$ cat config.mk
export PLATFORM = sky130hd
export DESIGN_NAME = spc_core
export DESIGN_NICKNAME = d
export VERILOG_FILES = /design/src/shared/spc_pkg.sv /design/src/hw/spc_core.sv
export SDC_FILE = /design/constraint.sdc
export NUM_CORES = 1
export LEC_CHECK = 0
export ABC_AREA = 1
export BUFFER_PORTS_ARGS = -buffer_cell sky130_fd_sc_hd__buf_2
export CORE_UTILIZATION = 45
export DETAILED_ROUTE_END_ITERATION = 10
export PLACE_DENSITY = 0.78
export SLEW_MARGIN = 5
export SYNTH_ARGS = -nofsm -noshare
export SYNTH_HDL_FRONTEND = slang
export SYNTH_SLANG_ARGS = --single-unit
$ cat constraint.sdc
create_clock -name pclk -period 2.9 [get_ports pclk]
set_input_delay 0 -clock pclk [delete_from_list [all_inputs] [get_ports pclk]]
set_output_delay 0 -clock pclk [all_outputs]
set_load 0.05 [all_outputs]
$ cat src/shared/spc_pkg.sv
package spc_pkg;

	// ****************************************
	// bus map
	// ****************************************
	localparam int          SPC_ADDR_W   = 4;
	localparam logic [3:0]  SPC_OFS_CTRL = 4'h0;
	localparam logic [3:0]  SPC_OFS_STAT = 4'h4;
	localparam logic [3:0]  SPC_OFS_DATA = 4'h8;
	localparam logic [7:0]  SPC_CTRL_RST = 8'h00;
	localparam logic [7:0]  SPC_DATA_RST = 8'h00;
	localparam int          SPC_ST_DONE  = 7;
	localparam int          SPC_ST_CLASH = 6;
	localparam int          SPC_ST_FAULT = 4;

	// ****************************************
	// framing
	// ****************************************
	localparam logic [2:0]  SPC_LAST_BIT = 3'h7;

	// ****************************************
	// types
	// ****************************************
	typedef struct packed {
		logic       irq_en;
		logic       on;
		logic       rate2;
		logic       master;
		logic       idle_level;
		logic       capture_edge;
		logic [1:0] rate;
	} spc_ctrl_type;

	typedef struct packed {
		logic sck;
		logic ss_n;
		logic mosi;
		logic miso;
	} spc_pin_in_type;

	typedef struct packed {
		logic sck;
		logic mosi;
		logic miso;
	} spc_pin_out_type;

	typedef enum logic {SPC_IDLE, SPC_RUN} spc_mst_state_type;

	// half serial clock period in pclk cycles, from {rate2, rate}
	function automatic logic [6:0] spc_half_period(input logic [2:0] sel);
		unique case (sel)
			3'h4:    spc_half_period = 7'h02;
			3'h0:    spc_half_period = 7'h04;
			3'h1:    spc_half_period = 7'h08;
			3'h6:    spc_half_period = 7'h10;
			3'h2:    spc_half_period = 7'h20;
			3'h3:    spc_half_period = 7'h40;
			default: spc_half_period = 7'h04;
		endcase
	endfunction

endpackage
$ cat src/hw/spc_core.sv
// The address map and the APB register port were chosen for this implementation.
`timescale 1ns/1ps
module spc_core (
	// apb slave
	input  wire logic                         pclk,
	input  wire logic                         presetn,
	input  wire logic                         psel,
	input  wire logic                         penable,
	input  wire logic                         pwrite,
	input  wire logic [spc_pkg::SPC_ADDR_W-1:0] paddr,
	input  wire logic [31:0]                  pwdata,
	output logic      [31:0]                  prdata,
	output logic                              pready,
	output logic                              pslverr,
	// serial pins
	input  wire spc_pkg::spc_pin_in_type      pin_i,
	output spc_pkg::spc_pin_out_type          pin_o,
	output spc_pkg::spc_pin_out_type          pin_oe_n,
	// cpu power modes
	input  wire logic                         halt_mode,
	output logic                              irq
);
	import spc_pkg::*;

	// ****************************************
	// state
	// ****************************************
	spc_ctrl_type      ctrl_q;
	spc_ctrl_type      ctrl_wr;
	spc_pin_in_type    sync1_q;
	spc_pin_in_type    sync2_q;
	logic              sck_prev_q;
	spc_mst_state_type state_q;
	logic [6:0]        div_q;
	logic [6:0]        half;
	logic              sck_q;
	logic [2:0]        bit_q;
	logic [7:0]        sh_q;
	logic              samp_q;
	logic              out_q;
	logic              locked_q;
	logic [7:0]        rx_q;
	logic              done_q;
	logic              done_arm_q;
	logic              clash_q;
	logic              clash_arm_q;
	logic              fault_q;
	logic              fault_arm_q;
	logic              pready_q;
	logic [31:0]       prdata_q;
	logic              pslverr_q;
	logic              irq_q;
	spc_pin_out_type   pin_o_q;
	spc_pin_out_type   pin_oe_n_q;

	// ****************************************
	// pin synchronisers
	// ****************************************
	always_ff @(posedge pclk or negedge presetn) begin
		if (!presetn) begin
			sync1_q    <= '1;
			sync2_q    <= '1;
			// same level as the synchroniser reset: no false edge after reset
			sck_prev_q <= 1'b1;
		end else begin
			sync1_q    <= pin_i;
			sync2_q    <= sync1_q;
			sck_prev_q <= sync2_q.sck;
		end
	end

	logic ss_low;
	logic slave_sel;
	assign ss_low    = ~sync2_q.ss_n;
	assign slave_sel = ctrl_q.on & ~ctrl_q.master & ss_low;

	// ****************************************
	// apb decode
	// ****************************************
	logic setup;
	logic acc;
	logic is_ctrl;
	logic is_stat;
	logic is_data;
	logic wr_ctrl;
	logic wr_data;
	logic data_acc;
	logic stat_acc;
	assign setup    = psel & ~penable;
	assign acc      = psel & penable & pready_q;
	assign is_ctrl  = (paddr == SPC_OFS_CTRL);
	assign is_stat  = (paddr == SPC_OFS_STAT);
	assign is_data  = (paddr == SPC_OFS_DATA);
	assign wr_ctrl  = acc & pwrite & is_ctrl;
	assign wr_data  = acc & pwrite & is_data;
	assign data_acc = acc & is_data;
	assign stat_acc = acc & is_stat;

	// one setup cycle, answer in the first access cycle
	always_ff @(posedge pclk or negedge presetn) begin
		if (!presetn) begin
			pready_q  <= 1'b0;
			prdata_q  <= 32'h0;
			pslverr_q <= 1'b0;
		end else begin
			pready_q  <= setup;
			pslverr_q <= setup & ~(is_ctrl | is_stat | is_data);
			if (setup) begin
				prdata_q <= 32'h0;
				if (is_ctrl)
					prdata_q[7:0] <= ctrl_q;
				if (is_stat) begin
					prdata_q[SPC_ST_DONE]  <= done_q;
					prdata_q[SPC_ST_CLASH] <= clash_q;
					prdata_q[SPC_ST_FAULT] <= fault_q;
				end
				if (is_data)
					prdata_q[7:0] <= rx_q;
			end
		end
	end

	// ****************************************
	// serial edge timing
	// ****************************************
	logic m_tick;
	logic lead;
	logic trail;
	logic last;
	logic in_bit;
	logic s_chg;
	logic xfer_lock;
	logic wr_ok;
	logic fault_set;

	assign half   = spc_half_period({ctrl_q.rate2, ctrl_q.rate});
	assign m_tick = (state_q == SPC_RUN) & (div_q == half - 7'h01);
	assign s_chg  = slave_sel & (sync2_q.sck != sck_prev_q);
	// leading edge leaves the idle level, trailing edge returns to it
	assign lead   = ctrl_q.master ? m_tick & (sck_q == ctrl_q.idle_level)
	                              : s_chg & (sck_prev_q == ctrl_q.idle_level);
	assign trail  = ctrl_q.master ? m_tick & (sck_q != ctrl_q.idle_level)
	                              : s_chg & (sync2_q.sck == ctrl_q.idle_level);
	assign last   = trail & (bit_q == SPC_LAST_BIT);
	assign in_bit = ctrl_q.master ? sync2_q.miso : sync2_q.mosi;

	// slave with capture_edge_sel clear cannot see the first edge coming
	assign xfer_lock = ctrl_q.master ? (state_q == SPC_RUN)
	                                 : slave_sel & (~ctrl_q.capture_edge | locked_q);
	assign wr_ok     = wr_data & ~xfer_lock & ~(done_q & ~done_arm_q);
	assign fault_set = ctrl_q.master & ctrl_q.on & ss_low;

	// ****************************************
	// shift engine
	// ****************************************
	always_ff @(posedge pclk or negedge presetn) begin
		if (!presetn) begin
			state_q  <= SPC_IDLE;
			div_q    <= 7'h0;
			sck_q    <= 1'b0;
			bit_q    <= 3'h0;
			sh_q     <= SPC_DATA_RST;
			samp_q   <= 1'b0;
			out_q    <= 1'b0;
			locked_q <= 1'b0;
		end else if (!halt_mode) begin
			if (fault_set) begin
				state_q  <= SPC_IDLE;
				bit_q    <= 3'h0;
				locked_q <= 1'b0;
				sck_q    <= ctrl_q.idle_level;
			end else begin
				if (state_q == SPC_IDLE)
					sck_q <= ctrl_q.idle_level;
				if (~ctrl_q.capture_edge & (bit_q == 3'h0))
					out_q <= sh_q[7];
				if (wr_ok) begin
					sh_q <= pwdata[7:0];
					if (ctrl_q.master & ctrl_q.on) begin
						state_q <= SPC_RUN;
						div_q   <= 7'h0;
						bit_q   <= 3'h0;
					end
				end
				if (state_q == SPC_RUN) begin
					div_q <= m_tick ? 7'h0 : div_q + 7'h01;
					if (m_tick)
						sck_q <= ~sck_q;
				end
				if (lead) begin
					samp_q   <= in_bit;
					locked_q <= 1'b1;
					if (ctrl_q.capture_edge)
						out_q <= sh_q[7];
				end
				if (trail) begin
					// last received byte stays in sh_q and goes back out
					sh_q  <= {sh_q[6:0], ctrl_q.capture_edge ? in_bit : samp_q};
					bit_q <= bit_q + 3'h1;
					if (~ctrl_q.capture_edge)
						out_q <= sh_q[6];
				end
				if (last) begin
					state_q  <= SPC_IDLE;
					locked_q <= 1'b0;
				end
				if (~ctrl_q.master & ~ss_low) begin
					bit_q    <= 3'h0;
					locked_q <= 1'b0;
				end
			end
		end
	end

	// ****************************************
	// receive buffer and flags
	// ****************************************
	always_ff @(posedge pclk or negedge presetn) begin
		if (!presetn) begin
			rx_q       <= SPC_DATA_RST;
			done_q     <= 1'b0;
			done_arm_q <= 1'b0;
		end else if (!halt_mode) begin
			if (last & ~done_q)
				rx_q <= {sh_q[6:0], ctrl_q.capture_edge ? in_bit : samp_q};
			if (stat_acc & done_q)
				done_arm_q <= 1'b1;
			if (data_acc & done_arm_q) begin
				done_q     <= 1'b0;
				done_arm_q <= 1'b0;
			end
			if (last)
				done_q <= 1'b1;
		end
	end

	always_ff @(posedge pclk or negedge presetn) begin
		if (!presetn) begin
			clash_q     <= 1'b0;
			clash_arm_q <= 1'b0;
		end else if (!halt_mode) begin
			if (stat_acc & ~pwrite & clash_q)
				clash_arm_q <= 1'b1;
			if (data_acc & clash_arm_q) begin
				clash_q     <= 1'b0;
				clash_arm_q <= 1'b0;
			end
			if (wr_data & xfer_lock)
				clash_q <= 1'b1;
		end
	end

	// ****************************************
	// control and fault
	// ****************************************
	always_comb begin
		ctrl_wr = pwdata[7:0];
		if (fault_q & ~fault_arm_q) begin
			ctrl_wr.on     = pwdata[6] & ctrl_q.on;
			ctrl_wr.master = pwdata[4] & ctrl_q.master;
		end
	end

	always_ff @(posedge pclk or negedge presetn) begin
		if (!presetn) begin
			ctrl_q      <= SPC_CTRL_RST;
			fault_q     <= 1'b0;
			fault_arm_q <= 1'b0;
		end else if (!halt_mode) begin
			if (stat_acc & fault_q)
				fault_arm_q <= 1'b1;
			if (wr_ctrl)
				ctrl_q <= ctrl_wr;
			if (wr_ctrl & fault_arm_q) begin
				fault_q     <= 1'b0;
				fault_arm_q <= 1'b0;
			end
			if (fault_set) begin
				fault_q       <= 1'b1;
				ctrl_q.on     <= 1'b0;
				ctrl_q.master <= 1'b0;
			end
		end
	end

	// ****************************************
	// outputs
	// ****************************************
	always_ff @(posedge pclk or negedge presetn) begin
		if (!presetn) begin
			pin_o_q    <= '0;
			pin_oe_n_q <= '1;
			irq_q      <= 1'b0;
		end else if (!halt_mode) begin
			pin_o_q.sck       <= sck_q;
			pin_o_q.mosi      <= out_q;
			pin_o_q.miso      <= out_q;
			pin_oe_n_q.sck    <= ~(ctrl_q.on & ctrl_q.master);
			pin_oe_n_q.mosi   <= ~(ctrl_q.on & ctrl_q.master);
			pin_oe_n_q.miso   <= ~slave_sel;
			// clash is status only; irq also serves as the wait wake-up
			irq_q <= ctrl_q.irq_en & (done_q | fault_q);
		end
	end

	assign prdata   = prdata_q;
	assign pready   = pready_q;
	assign pslverr  = pslverr_q;
	assign pin_o    = pin_o_q;
	assign pin_oe_n = pin_oe_n_q;
	assign irq      = irq_q;
endmodule

**Word level (Yosys, flattened, before mapping)**

Index checks and enable logic that the tools add are counted.

- Bits in registers: 69

- $add $sub $neg: 3
- Equal/unequal tests: 14
- Multiplexer cells: 55
- Bitwise logic cells: 59
- Reduce and logical (&&, ||, !) cells: 33

Operator list:

| kind | number |
|---|---|
| $and 1x1->1 | 39 |
| $mux 1 | 39 |
| $mux 7 | 5 |
| $pmux 7 s5 | 1 |
| $mux 8 | 4 |
| $reduce_and 2->1 | 11 |
| $reduce_bool 2->1 | 10 |
| $not 1->1 | 16 |
| $mux 3 | 5 |
| $reduce_and 3->1 | 4 |
| $reduce_bool 4->1 | 3 |
| $eq 3x3->1 const B | 3 |
| $add 7x1->7 const B | 1 |
| $eq 7x7->1 | 1 |
| $sub 7x1->7 const B | 1 |
| $eq 3x2->1 const B | 2 |
| $reduce_bool 3->1 | 2 |
| $eq 4x3->1 const B | 1 |
| $eq 4x4->1 const B | 1 |
| $logic_not 4->1 | 1 |
| $or 1x1->1 | 4 |
| $reduce_and 4->1 | 1 |
| $add 3x1->3 const B | 1 |
| $eq 1x1->1 | 3 |
| other kinds (4) | 5 |

**Logic depth before layout (Yosys ltp)**

Gate-level depths: netlist of run 1.

- Depth in word-level cells: 12
- Mapped depth: 13
- Mapped depth without buffers: 13

**Least setup slack after synthesis of run 1**

No wires, ideal clock.

- Path kind: reg-to-reg
- Start point: register pready_q (netlist: pready)
- End point: register sh_q[3]
- Arrival: 1.581 ns
- Required time: 2.777 ns
- Slack: 1.196 ns
- Stages on the path, launching flop included: 10
- Buffers on the path: 1
- Period minus slack after synthesis: 1.704 ns
- Cell sequence: dfrtp_1 > and3_1 > nand2_1 > nor2_1 > nand3_1 > nand3_2 > nand2_2 > buf_2 > nand2_1 > o21ai_1

- Word-level cells in the longest chain between the ends: 7

RTL lines:

| element | RTL line | text |
|---|---|---|
| start, declared | spc_core.sv:49 | `logic pready_q;` |
| start signal, assigned | spc_core.sv:106 | `pready_q <= setup;` |
| $and 1x1->1 | spc_core.sv:90 | `assign acc = psel & penable & pready_q;` |
| $and 1x1->1 (2 in a row) | spc_core.sv:95 | `assign wr_data = acc & pwrite & is_data;` |
| $and 1x1->1 (2 in a row) | spc_core.sv:150 | `assign wr_ok = wr_data & ~xfer_lock & ~(done_q & ~done_arm_q);` |
| $reduce_bool 2->1 (no line) | n/a |  |
| $reduce_and 3->1 (no line) | n/a |  |
| end signal, assigned | spc_core.sv:178 | `sh_q <= pwdata[7:0];` |
| end signal, assigned | spc_core.sv:198 | `sh_q <= {sh_q[6:0], ctrl_q.capture_edge ? in_bit : samp_q};` |
| end, declared | spc_core.sv:38 | `logic [7:0] sh_q;` |

No other way between the ends.
A chain may end at the register's enable or synchronous reset.

**Worst setup path after layout of run 1**

- Start point: register state_q
- End point: register rx_q[0]

- Word-level cells in the longest chain between the ends: 6

RTL lines:

| element | RTL line | text |
|---|---|---|
| start, declared | spc_core.sv:33 | `spc_mst_state_type state_q;` |
| start signal, assigned | spc_core.sv:158 | `state_q <= SPC_IDLE;` |
| start signal, assigned | spc_core.sv:168 | `state_q <= SPC_IDLE;` |
| start signal, assigned | spc_core.sv:180 | `state_q <= SPC_RUN;` |
| $and 1x1->1 | spc_core.sv:137 | `assign m_tick = (state_q == SPC_RUN) & (div_q == half - 7'h01);` |
| $and 1x1->1 | spc_core.sv:142 | `assign trail = ctrl_q.master ? m_tick & (sck_q != ctrl_q.idle_level)` |
| $mux 1 | spc_core.sv:142 |  |
| $and 1x1->1 | spc_core.sv:144 | `assign last = trail & (bit_q == SPC_LAST_BIT);` |
| $and 1x1->1 | spc_core.sv:224 | `if (last & ~done_q)` |
| $reduce_and 2->1 (no line) | n/a |  |
| end signal, assigned | spc_core.sv:225 | `rx_q <= {sh_q[6:0], ctrl_q.capture_edge ? in_bit : samp_q};` |
| end, declared | spc_core.sv:42 | `logic [7:0] rx_q;` |

No other way between the ends.

==> results.md, run 1 <==
* Routed Antenna Nets at 0
* Synthesis-stage register bit count at ~70
* Drc violations at 0
* GR Util met2 at 0.318
* Leak Pwr at 2.02 nW
* Primary FF master, synth: dfrtp_1
* Period minus WS final at 2.14 ns
* Ports at 87
* Clock sinks at 69
* Largest net degree at the start of global routing at 70
* Vias in the first global route at 2758
* Via count at 3058
* Yosys warning total at 0
* GPL Wtd Cong at 0.875
* Grt peak-use layer: met2
* CTS tree: done
* Slew @ Worst Pin at between 0.5 and 0.6 ns
* Syn avg cell area at just over 8 um^2
* Area of the multi-input gates at approximately 1500 um^2
* Post-Route Setup TNS at 0 ns
* Row count at 32
* Data arrival, critical path at 2.43 ns
* Buffers and inverters on the worst path at 1
* N_diodes at 0
* Root Driver: clkbuf_8
* Total wire length at 7.65 mm
* Final Slew Violations at 0
* Final Skew at 0.00601 ns
* Area Overhead vs Synth at 16.3%
* Crit path largest cell delay at ~0.57 ns
* Post-Syn Area at 3620 um^2
* Maximum vdd drop at 251 uV
* Tot Pwr at approximately 2.5 mW
* Clk pwr share at 0.389
* Max Cap Violations at 0
* Sequential Power Share at 0.437
* RSZ-0062 raised after global routing: false
* Core area at 7770 um^2
* HPWL after detailed placement at 5.56 mm
* Mean routed wirelength per cell at 12.7 um
* Part of the Yosys area used for sequential elements at 0.480
* Net Sw Power at 0.740 mW
* Crit-path slowest cell: dfrtp_1
* First-pass GRT wire length at 13.0 mm
* Hold WC Path Type: in2reg
* Post-route setup slack at 0.759 ns
* Drt initial violations at 208
* Status: complete, no violations
* DRT Pass-1 Iters at 5
* Async SR Flop Fraction at 1.00
* FILL cells at 725
* Hold_buf cts at 16
* Critical path cell sequence: inv_1 -> nor3_1 -> nand3_1 -> nor2_4 -> nand3_4 -> nand2_4 -> nand3_4 -> nor2_4 -> nand2_1 -> nand2_1
* Post-Syn Instances at 444
* Sw Ratio at 0.298
* P_int at 1.74 mW
* Die W at 91.7 um
* Antenna violations before repair at 0
* Yosys cell types at 41
* CP delay by family, top: simple AND/OR/NAND/NOR gates
* GR Util met3 at 0.0431
* Global routing usage on met1 at 0.270
* Comb pwr share at 0.174
* Achievable Freq at about 0.47 GHz
* Setup crit start kind: register
* Worst hold slack at about 0.043 ns
* Vias per cell at 5.06
* Crit-path max FO at 21
* Worst setup path class: reg2reg
* Register Area at 1740 um^2
* Full die area at 8410 um^2
* Setup Viol. Count Final at 0
* Clk buf depth at 2
* H-Tree Depth at 3
* CTS buffer count at 9
* Chip Height at 91.7 um
* PD cells at 589 nW/um^2
* # resized after CTS at 0
* Initial Util at 0.466
* CP required at 3.19 ns
* Post-synth EDFFs at 0
* Normalized max-slew margin at 0.641
* Clock-pin slew on the worst setup and hold paths at about 0.07 ns
* Nets at 547
* Pre-CTS WS at 0.782 ns
* Final Cycle Share at 0.738
* Buffers on Ports at 38
* Setup bufs post-CTS at 0
* Gr ovfl total at 0
* Clk Latency, worst-skew pair at ~0.35 ns
* Fin. Hold Viols at 0
* Layout cells sized above 1 at 0.167
* CP Capture Type: register
* Gr usage total at 0.199
power by group through the flow:
stage	logic [mW]	clock network (mW)	registers (mW)
CTS	0.434	0.979	1.08
global placement	0.407	0	1.10
finish	0.431	0.967	1.08
floorplan	0.286	0	1.15
global route	0.475	1.02	1.10
detailed placement	0.416	0	1.10
worst paths after layout:
check	from	endpoint	slack, ns	cells after the start
setup / recovery	state_q$_DFFE_PN0P_	rx_q[0]$_DFFE_PN0P_	0.76	10
hold / removal	psel	pready$_DFF_PN0_	0.04	4
setup reg to reg	state_q$_DFFE_PN0P_	rx_q[0]$_DFFE_PN0P_	0.76	10
hold reg to reg	sync1_q[3]$_DFF_PN1_	sync2_q[3]$_DFF_PN1_	0.36	0
max in group asynchronous	presetn	sck_prev_q$_DFF_PN1_	2.39	3
min in group asynchronous	presetn	div_q[2]$_DFFE_PN0P_	0.20	3
placed cells by master, fill, tap and decap left out, drive strengths merged:
| master | count |
|---|---|
| nor3 | 5 |
| o211ai | 1 |
| and2 | 1 |
| o21ai | 60 |
| o41ai | 1 |
| a31oi | 7 |
| mux2i | 1 |
| o21a | 1 |
| clkinv | 2 |
| clkinvlp | 1 |
| xnor2 | 3 |
| clkbuf | 10 |
| dlygate4sd3 | 16 |
| conb | 24 |
| ha | 4 |
| xor2 | 4 |
| dfrtp | 58 |
| nand2 | 117 |
| nand3b | 1 |
| buf | 42 |
| bufinv | 3 |
| inv | 49 |
| o221ai | 1 |
| nor4 | 1 |
| dfstp | 11 |
| nand3 | 24 |
| a21oi | 7 |
| and3 | 1 |
| o2111ai | 2 |
| nand4 | 8 |
| nor2 | 35 |
| or2 | 1 |
worst min-delay path, stage by stage:
cell	delay (ns)
buf_2	0.10
inv_1	0.04
nor2_1	0.03
buf_4	0.16
registers in the layout, summed over array words and instances (netlist names), 2 cells and up:
signal    flops
bit_q         3
ctrl_q        8
div_q         7
pin_o         2
pin_oe_n      2
prdata        8
rx_q          8
sh_q          8
sync1_q       4
sync2_q       4
cell usage after synthesis (all sizes together) (5+ instances only):
| master | number | area (um^2) |
|---|---|---|
| dfstp | 11 | 289 |
| dfrtp | 58 | 1450 |
| a21oi | 7 | 38.8 |
| nand2 | 117 | 449 |
| o21ai | 60 | 304 |
| inv | 49 | 184 |
| clkbuf | 5 | 18.8 |
| a31oi | 7 | 43.8 |
| nand3 | 24 | 155 |
| nor2 | 35 | 159 |
| nor3 | 5 | 25.0 |
| nand4 | 8 | 50.1 |
| buf | 34 | 246 |
routing by layer:
| metal | up-vias | wire length (um) |
|---|---|---|
| li1 | 1493 | - |
| met1 | 1459 | 3450 |
| met2 | 96 | 3690 |
| met3 | 10 | 410 |
| met4 | 0 | 100 |
| met5 | - | 0 |
cell families after synthesis:
kind of cell / share of synthesized area
simple gates: 0.240
buf+inv: 0.124
compound gates: 0.121
flops: 0.480
xor+xnor: 0.0169
fa+ha+maj: 0.0138
other cells: 0.00104
mux: 0.00276
stage by stage:
step | instances | utilization | instance area, um^2
floorplan | 467 | - | 3710
global placement | 572 | 0.490 | 3800
detailed placement | 572 | 0.490 | 3800
CTS | 604 | 0.542 | 4210
global route | 604 | 0.542 | 4210
finish | 604 | 0.542 | 4210
area by class of cell:
class / count / share of cell area
clock buffers: 10 / 0.0327
clock inverters: 6 / 0.0261
inverters: 49 / 0.0437
multi-input cells: 310 / 0.361
flip-flops and latches: 69 / 0.413
well taps: 102 / 0.0303
repair buffers: 58 / 0.0933
Note: power is estimated with default switching activity, not from simulation.
==> inputs of run 2 (changes only) <==
--- a/config.mk
+++ b/config.mk
@@ -5,11 +5,11 @@
 export SDC_FILE = /design/constraint.sdc
 export NUM_CORES = 1
 export LEC_CHECK = 0
-export ABC_AREA = 1
+export ABC_AREA = 0
 export BUFFER_PORTS_ARGS = -buffer_cell sky130_fd_sc_hd__buf_2
 export CORE_UTILIZATION = 45
 export DETAILED_ROUTE_END_ITERATION = 10
-export PLACE_DENSITY = 0.78
+export PLACE_DENSITY = 0.81
 export SLEW_MARGIN = 5
 export SYNTH_ARGS = -nofsm -noshare
 export SYNTH_HDL_FRONTEND = slang
==> constraint.sdc (replaced) <==
create_clock -name pclk -period 1.7 [get_ports pclk]
set_input_delay 0 -clock pclk [delete_from_list [all_inputs] [get_ports pclk]]
set_output_delay 0 -clock pclk [all_outputs]
set_load 0.05 [all_outputs]
==> results.md, run 2 <==
* Status: finished, violations left
* Failing checks: setup timing
* Drt initial violations at 192
* CTS buffer count at 9
* Vias per cell at 5.14
* RSZ-0062 raised after global routing: true
* Setup crit start kind: register
* Setup Viol. Count Final at 32
* First-pass GRT wire length at 13.6 mm
* Mean routed wirelength per cell at 14.5 um
* Root Driver: clkbuf_8
* Nets at 496
* Post-route setup slack at -0.553 ns
* GPL Wtd Cong at 0.854
* Post-Synth Simple-Gate Area at 0.162
* Crit-path max FO at 8
* Async SR Flop Fraction at 1.00
* Reg2reg start: ctrl_q[1]$_DFFE_PN0P_
* Primary FF master, synth: dfrtp_1
* Total wire length at between 8 and 9 mm
* CTS tree: done
* Commonest cells after routing, fill and taps aside: buf_4, dfrtp_1, buf_2
* Yosys warning total at 0
* Part of the Yosys area used for sequential elements at 0.486
* Vias in the first global route at 2822
* Post-Syn Instances at 328
* Die W at 91.2 um
* Post-Syn Area at roughly 3600 um^2
* Clock sinks at 69
* Final Slew Violations at 0
* Core area at 7730 um^2
* Drc violations at 0
* Ports at 87
* Antenna violations before repair at 0
* CP Capture Type: register
* Normalized max-slew margin at 0.632
* Area Overhead vs Synth at 32.5%
* Final Skew at 0.0130 ns
* Full die area at 8320 um^2
* XOR/XNOR Fraction of Synth Area at 0.00734
* Worst hold slack at 0.0661 ns
* Fin. Hold Viols at 0
* Hold WC Path Type: in2reg
* Mux contribution to synthesized area at 0.0916
* Worst setup path class: reg2reg
* Clock-pin slew on the worst setup and hold paths at ~0.070 ns
* Layout cells sized above 1 at 0.419
* Hold Crit Depth at 4
* Buffers on Ports at 38
* Max Cap Violations at 0
* Area leader, netlist: dfrtp_1
* Most common cell in the synthesized netlist: dfrtp_1
* Area share of the leading cell type in the synthesized netlist at 0.405
* Data arrival, critical path at 2.49 ns
* Initial Util at 0.463
* Post-synth EDFFs at 0
* Yosys cell types at 61
* Period minus WS final at 2.25 ns
* Syn avg cell area at between 10 and 15 um^2
* Clk Latency, worst-skew pair at between 0.3 and 0.4 ns
* Final Cycle Share at 1.33
* Clk buf depth at 2
* Via count at 2844
* Gr usage total at 0.211
* Commonest non-fill, non-tap cell in the layout: buf_4
* Largest net degree at the start of global routing at 70
* Min-delay src: paddr[2]
* Compound-Gate Fraction of Synth Area at 0.163
* Tot Pwr at 3.60 mW
* H-Tree Depth at 3
* DRT Pass-1 Iters at 4
* PD cells at around 760 nW/um^2
* Leak Pwr at 2.27 nW
* Pre-CTS WS at -0.647 ns
* Top cells by area, synth: dfrtp_1, dfstp_2, buf_4
* Achievable Freq at 0.444 GHz
* Top cells by count, synth: dfrtp_1, nand2_1, buf_4
* Reg2reg path depth at 7
* CP required at 1.94 ns
* Routed Antenna Nets at 0
* Reg2Reg Setup Slack at -0.55 ns
* Chip Height at 91.2 um
* Synthesis-stage register bit count at 69
* Maximum vdd drop at 452 uV
* Main combinational cell family by area after synthesis: compound AO/OA/AOI/OAI gates
* Slew @ Worst Pin at 0.547 ns
* N_diodes at 0
* Row count at 32
* Adder-cell share of the synthesized area at 0.0140
* Crit. Startpoint: ctrl_q[1]$_DFFE_PN0P_
* Gr ovfl total at 0
* HPWL after detailed placement at 5.73 mm
[run 2: cell count changes in the layout (fill, tap and decap cells not counted), moves of 7 or more]
cell | before | now
nand2_1 | 115 | 34
buf_4 | 3 | 62
inv_1 | 47 | 6
o21ai_0 | 44 | 16
nor2_1 | 30 | 13
nand2b_1 | 0 | 15
nand3_1 | 20 | 6
mux2_2 | 0 | 13
o21ai_1 | 15 | 2
mux2_4 | 0 | 9
o221a_2 | 0 | 8
a22o_1 | 0 | 7
nand4_1 | 8 | 1
[run 2: cells by family (layout without fill, tap and decap cells)]
group / count (synthesis) / after routing
buf+inv: 42 / 142
flops: 69 / 69
fa+ha+maj: 4 / 4
simple gates: 106 / 106
compound gates: 76 / 76
xor+xnor: 3 / 3
other cells: 1 / 24
mux: 27 / 27
[run 2: per-stage QoR]
step           cells   util  setup TNS, ns  instance area (um^2)
2_1_floorplan    351      -         -11.72                  3670
3_3_place_gp     517  0.547         -13.44                  4220
3_5_place_dp     517  0.547         -15.02                  4220
4_1_cts          553  0.609         -12.68                  4700
5_1_grt          553  0.614         -15.79                  4740
6_report         553  0.614         -12.84                  4740
[run 2: report_power, final]
part           leakage, nW  switching (mW)  internal, mW
Sequential           0.896          0.0316          1.69
Combinational         1.26           0.296         0.154
Clock                0.105           0.601         0.828
Total                 2.27           0.928          2.68
[run 2: worst paths after layout]
path,to
worst min-delay path,pslverr$_DFF_PN0_
max in group asynchronous,pin_oe_n[1]$_DFFE_PN1N_
min in group asynchronous,prdata[1]$_DFFE_PN0P_
worst min register to register,sync2_q[1]$_DFF_PN1_
worst max-delay path,rx_q[0]$_DFFE_PN0P_
worst max register to register,rx_q[0]$_DFFE_PN0P_
[run 2: what timing repair did]
item	4_1_cts	5_1_grt
endpoints found under the hold margin	84	0
setup buffers	5	1
pin swaps	6	4
endpoints found under the setup margin	34	34
hold buffers	15	0
resized for setup	19	11
[run 2: critical path, stage by stage (launching register included)]
cell	delay, ns
dfrtp_1	0.39
buf_6	0.13
o21ba_2	0.20
a311o_1	0.37
o21ai_4	0.17
a31oi_4	0.10
or3_4	0.46
mux2_4	0.32
[run 2: area by class of cell]
cell class                 instances  area [um^2]
clock inverter                     4         73.8
tap                              102          128
multi-input combinational        240         1770
inverter                           6         22.5
clock buffer                      12          135
fill                             598         2980
timing repair buffer             120          871
sequential                        69         1740
[run 2: per-layer routing]
| metal | up-vias | global-route usage | wire (um) |
|---|---|---|---|
| li1 | 1367 | - | - |
| met3 | 17 | 0.0494 | 416 |
| met1 | 1371 | 0.259 | 3450 |
| met4 | 0 | 0.0807 | 175 |
| met2 | 89 | 0.359 | 4000 |
| met5 | - | 0 | 0 |
==> inputs of run 3 (changes only) <==
--- a/config.mk
+++ b/config.mk
@@ -7,6 +7,7 @@
 export LEC_CHECK = 0
 export ABC_AREA = 0
 export BUFFER_PORTS_ARGS = -buffer_cell sky130_fd_sc_hd__buf_2
+export CORE_MARGIN = 4
 export CORE_UTILIZATION = 45
 export DETAILED_ROUTE_END_ITERATION = 10
 export PLACE_DENSITY = 0.81
==> results.md, run 3 (synthesized netlist as in run 2, its figures left out) <==
* Status: finished, violations left
* Failing checks: setup timing
* Tot Pwr at 3.32 mW
* Die W at 97.2 um
* Commonest non-fill, non-tap cell in the layout: buf_4
* Clock sinks at between 60 and 70
* Leak Pwr at around 2.3 nW
* Post-Route Setup TNS at -13.50 ns
* GPL Wtd Cong at 0.874
* Achievable Freq at 0.445 GHz
* Initial Util at 0.463
* Normalized max-slew margin at 0.625
* Mean routed wirelength per cell at 16.1 um
* Clk buf depth at 2
* Crit-path max FO at 3
* Full die area at 9450 um^2
* Period minus WS final at 2.25 ns
* Worst hold slack at 0.0391 ns
* Final Slew Violations at 0
* Sequential Power Share at 0.522
* Gr ovfl total at 0
* Chip Height at 97.2 um
* Buffers on Ports at 38
* P_int at roughly 2.4 mW
* Routed Antenna Nets at 0
* Root Driver: clkbuf_8
* Drt initial violations at 141
* Fin. Hold Viols at 0
* CTS buffer count at 9
* Setup crit start kind: register
* Final Skew at 0.0124 ns
* RSZ-0062 raised after global routing: true
* CP dominant cell by count: buf_4
* Ports at 87
* Commonest cells after routing, fill and taps aside: buf_4, dfrtp_1, buf_2
* N_diodes at 0
* Row count at 32
* Slew @ Worst Pin at 0.558 ns
* Layout cells sized above 1 at 0.436
* Antenna violations before repair at 0
* Clk pwr share at 0.338
* Gr usage total at 0.190
* Net Sw Power at 0.940 mW
* Clock-pin slew on the worst setup and hold paths at around 0.06 ns
* Hold WC Path Type: in2reg
* First-pass GRT wire length at 14.4 mm
* Final Cycle Share at 1.32
* Final core utilization at 0.627
* DRT Pass-1 Iters at 4
* Vias in the first global route at 2951
* Crit-path slowest cell: dfrtp_1
* PD cells at 686 nW/um^2
* CP Capture Type: register
* Cell area after layout at ~4800 um^2
* Via count at 2856
* CP required at between 1.5 and 2 ns
* Area Overhead vs Synth at 35.3%
* Core area at 7730 um^2
* Largest net degree at the start of global routing at 70
* H-Tree Depth at 3
* Setup Viol. Count Final at 34
* Maximum vdd drop at 540 uV
* Placed cell area at 4230 um^2
* Max Cap Violations at 0
* Comb pwr share at 0.140
* Total wire length at 8.93 mm
* FILL cells at 611
* Critical path cell sequence: or3b_1 -> a311o_1 -> o21ai_4 -> buf_4 -> buf_4 -> buf_6 -> a31oi_4 -> nor2_1 -> mux2_2
* Vias per cell at approximately 5
* Drc violations at 0
* Data arrival, critical path at 2.48 ns
* Worst setup path class: reg2reg
* HPWL after detailed placement at a little over 6 mm
* Nets at between 400 and 500
* Sw Ratio at 0.283
* CTS tree: done
* Post-route setup slack at -0.547 ns
* Clk Latency, worst-skew pair at 0.35 ns
* Crit path largest cell delay at 0.39 ns
==> run 3: changes by cell type in the layout (fill, tap and decap cells not counted), moves of 2 or more <==
cell,change
o221a_2,-8
o221a_4,+8
buf_4,+3
bufinv_16,-2
clkinvlp_4,+2
==> run 3: worst paths after layout <==
| kind | startpoint | to | slack (ns) | cells after the start |
|---|---|---|---|---|
| worst min register to register | sync1_q[0]$_DFF_PN1_ | sync2_q[0]$_DFF_PN1_ | 0.36 | 0 |
| worst min-delay path | halt_mode | sck_q$_DFFE_PN0N_ | 0.04 | 2 |
| worst max register to register | ctrl_q[1]$_DFFE_PN0P_ | samp_q$_DFFE_PN0P_ | -0.55 | 9 |
| max in group asynchronous | presetn | sync1_q[0]$_DFF_PN1_ | 1.18 | 3 |
| worst max-delay path | ctrl_q[1]$_DFFE_PN0P_ | samp_q$_DFFE_PN0P_ | -0.55 | 9 |
| min in group asynchronous | presetn | irq$_DFFE_PN0N_ | 0.18 | 3 |
==> run 3: metrics by stage <==
stage	setup slack, ns	std cells
after floorplan	-0.658	351
after global placement	-0.590	518
after detailed placement	-0.645	518
after CTS	-0.609	554
after global routing	-0.607	556
final	-0.547	556
==> run 3: critical path, delay by kind of cell (launching register included) <==
family	cells	cell delay, ns
AO/OA/AOI/OAI	3	0.56
buffers and inverters	3	0.35
flip-flops	1	0.39
multiplexers	1	0.33
AND/OR/NAND/NOR	2	0.50
==> run 3: area by class of cell <==
type                    count  area, um^2  share of cell area
clock inverters             4        25.0             0.00517
inverters                   6        22.5             0.00465
flip-flops and latches     69        1740               0.360
multi-input cells         240        1900               0.392
clock buffers              12         135              0.0279
repair buffers            123         895               0.185
well taps                 102         128              0.0263
==> run 3: routing by layer <==
| metal | track usage | vias to the layer above | wire, um |
|---|---|---|---|
| met1 | 0.233 | 1389 | 3610 |
| li1 | - | 1368 | - |
| met2 | 0.325 | 76 | 4600 |
| met3 | 0.0452 | 23 | 464 |
| met5 | 0 | - | 0 |
| met4 | 0.0691 | 0 | 246 |
==> run 3: repair_timing <==
action | in CTS | in global routing
setup buffers | 6 | 4
resized for setup | 37 | 11
pin swaps | 14 | 11
hold buffers | 14 | 0
endpoints found under the hold margin | 83 | 0
endpoints found under the setup margin | 34 | 34
==> run 3: power by group through the flow <==
stage | clock network (mW) | registers [mW] | logic, mW
2_1_floorplan | 0 | 1.78 | 0.279
3_3_place_gp | 0 | 1.75 | 0.404
3_5_place_dp | 0 | 1.76 | 0.411
4_1_cts | 1.15 | 1.73 | 0.462
5_1_grt | 1.22 | 1.74 | 0.498
6_report | 1.12 | 1.73 | 0.465
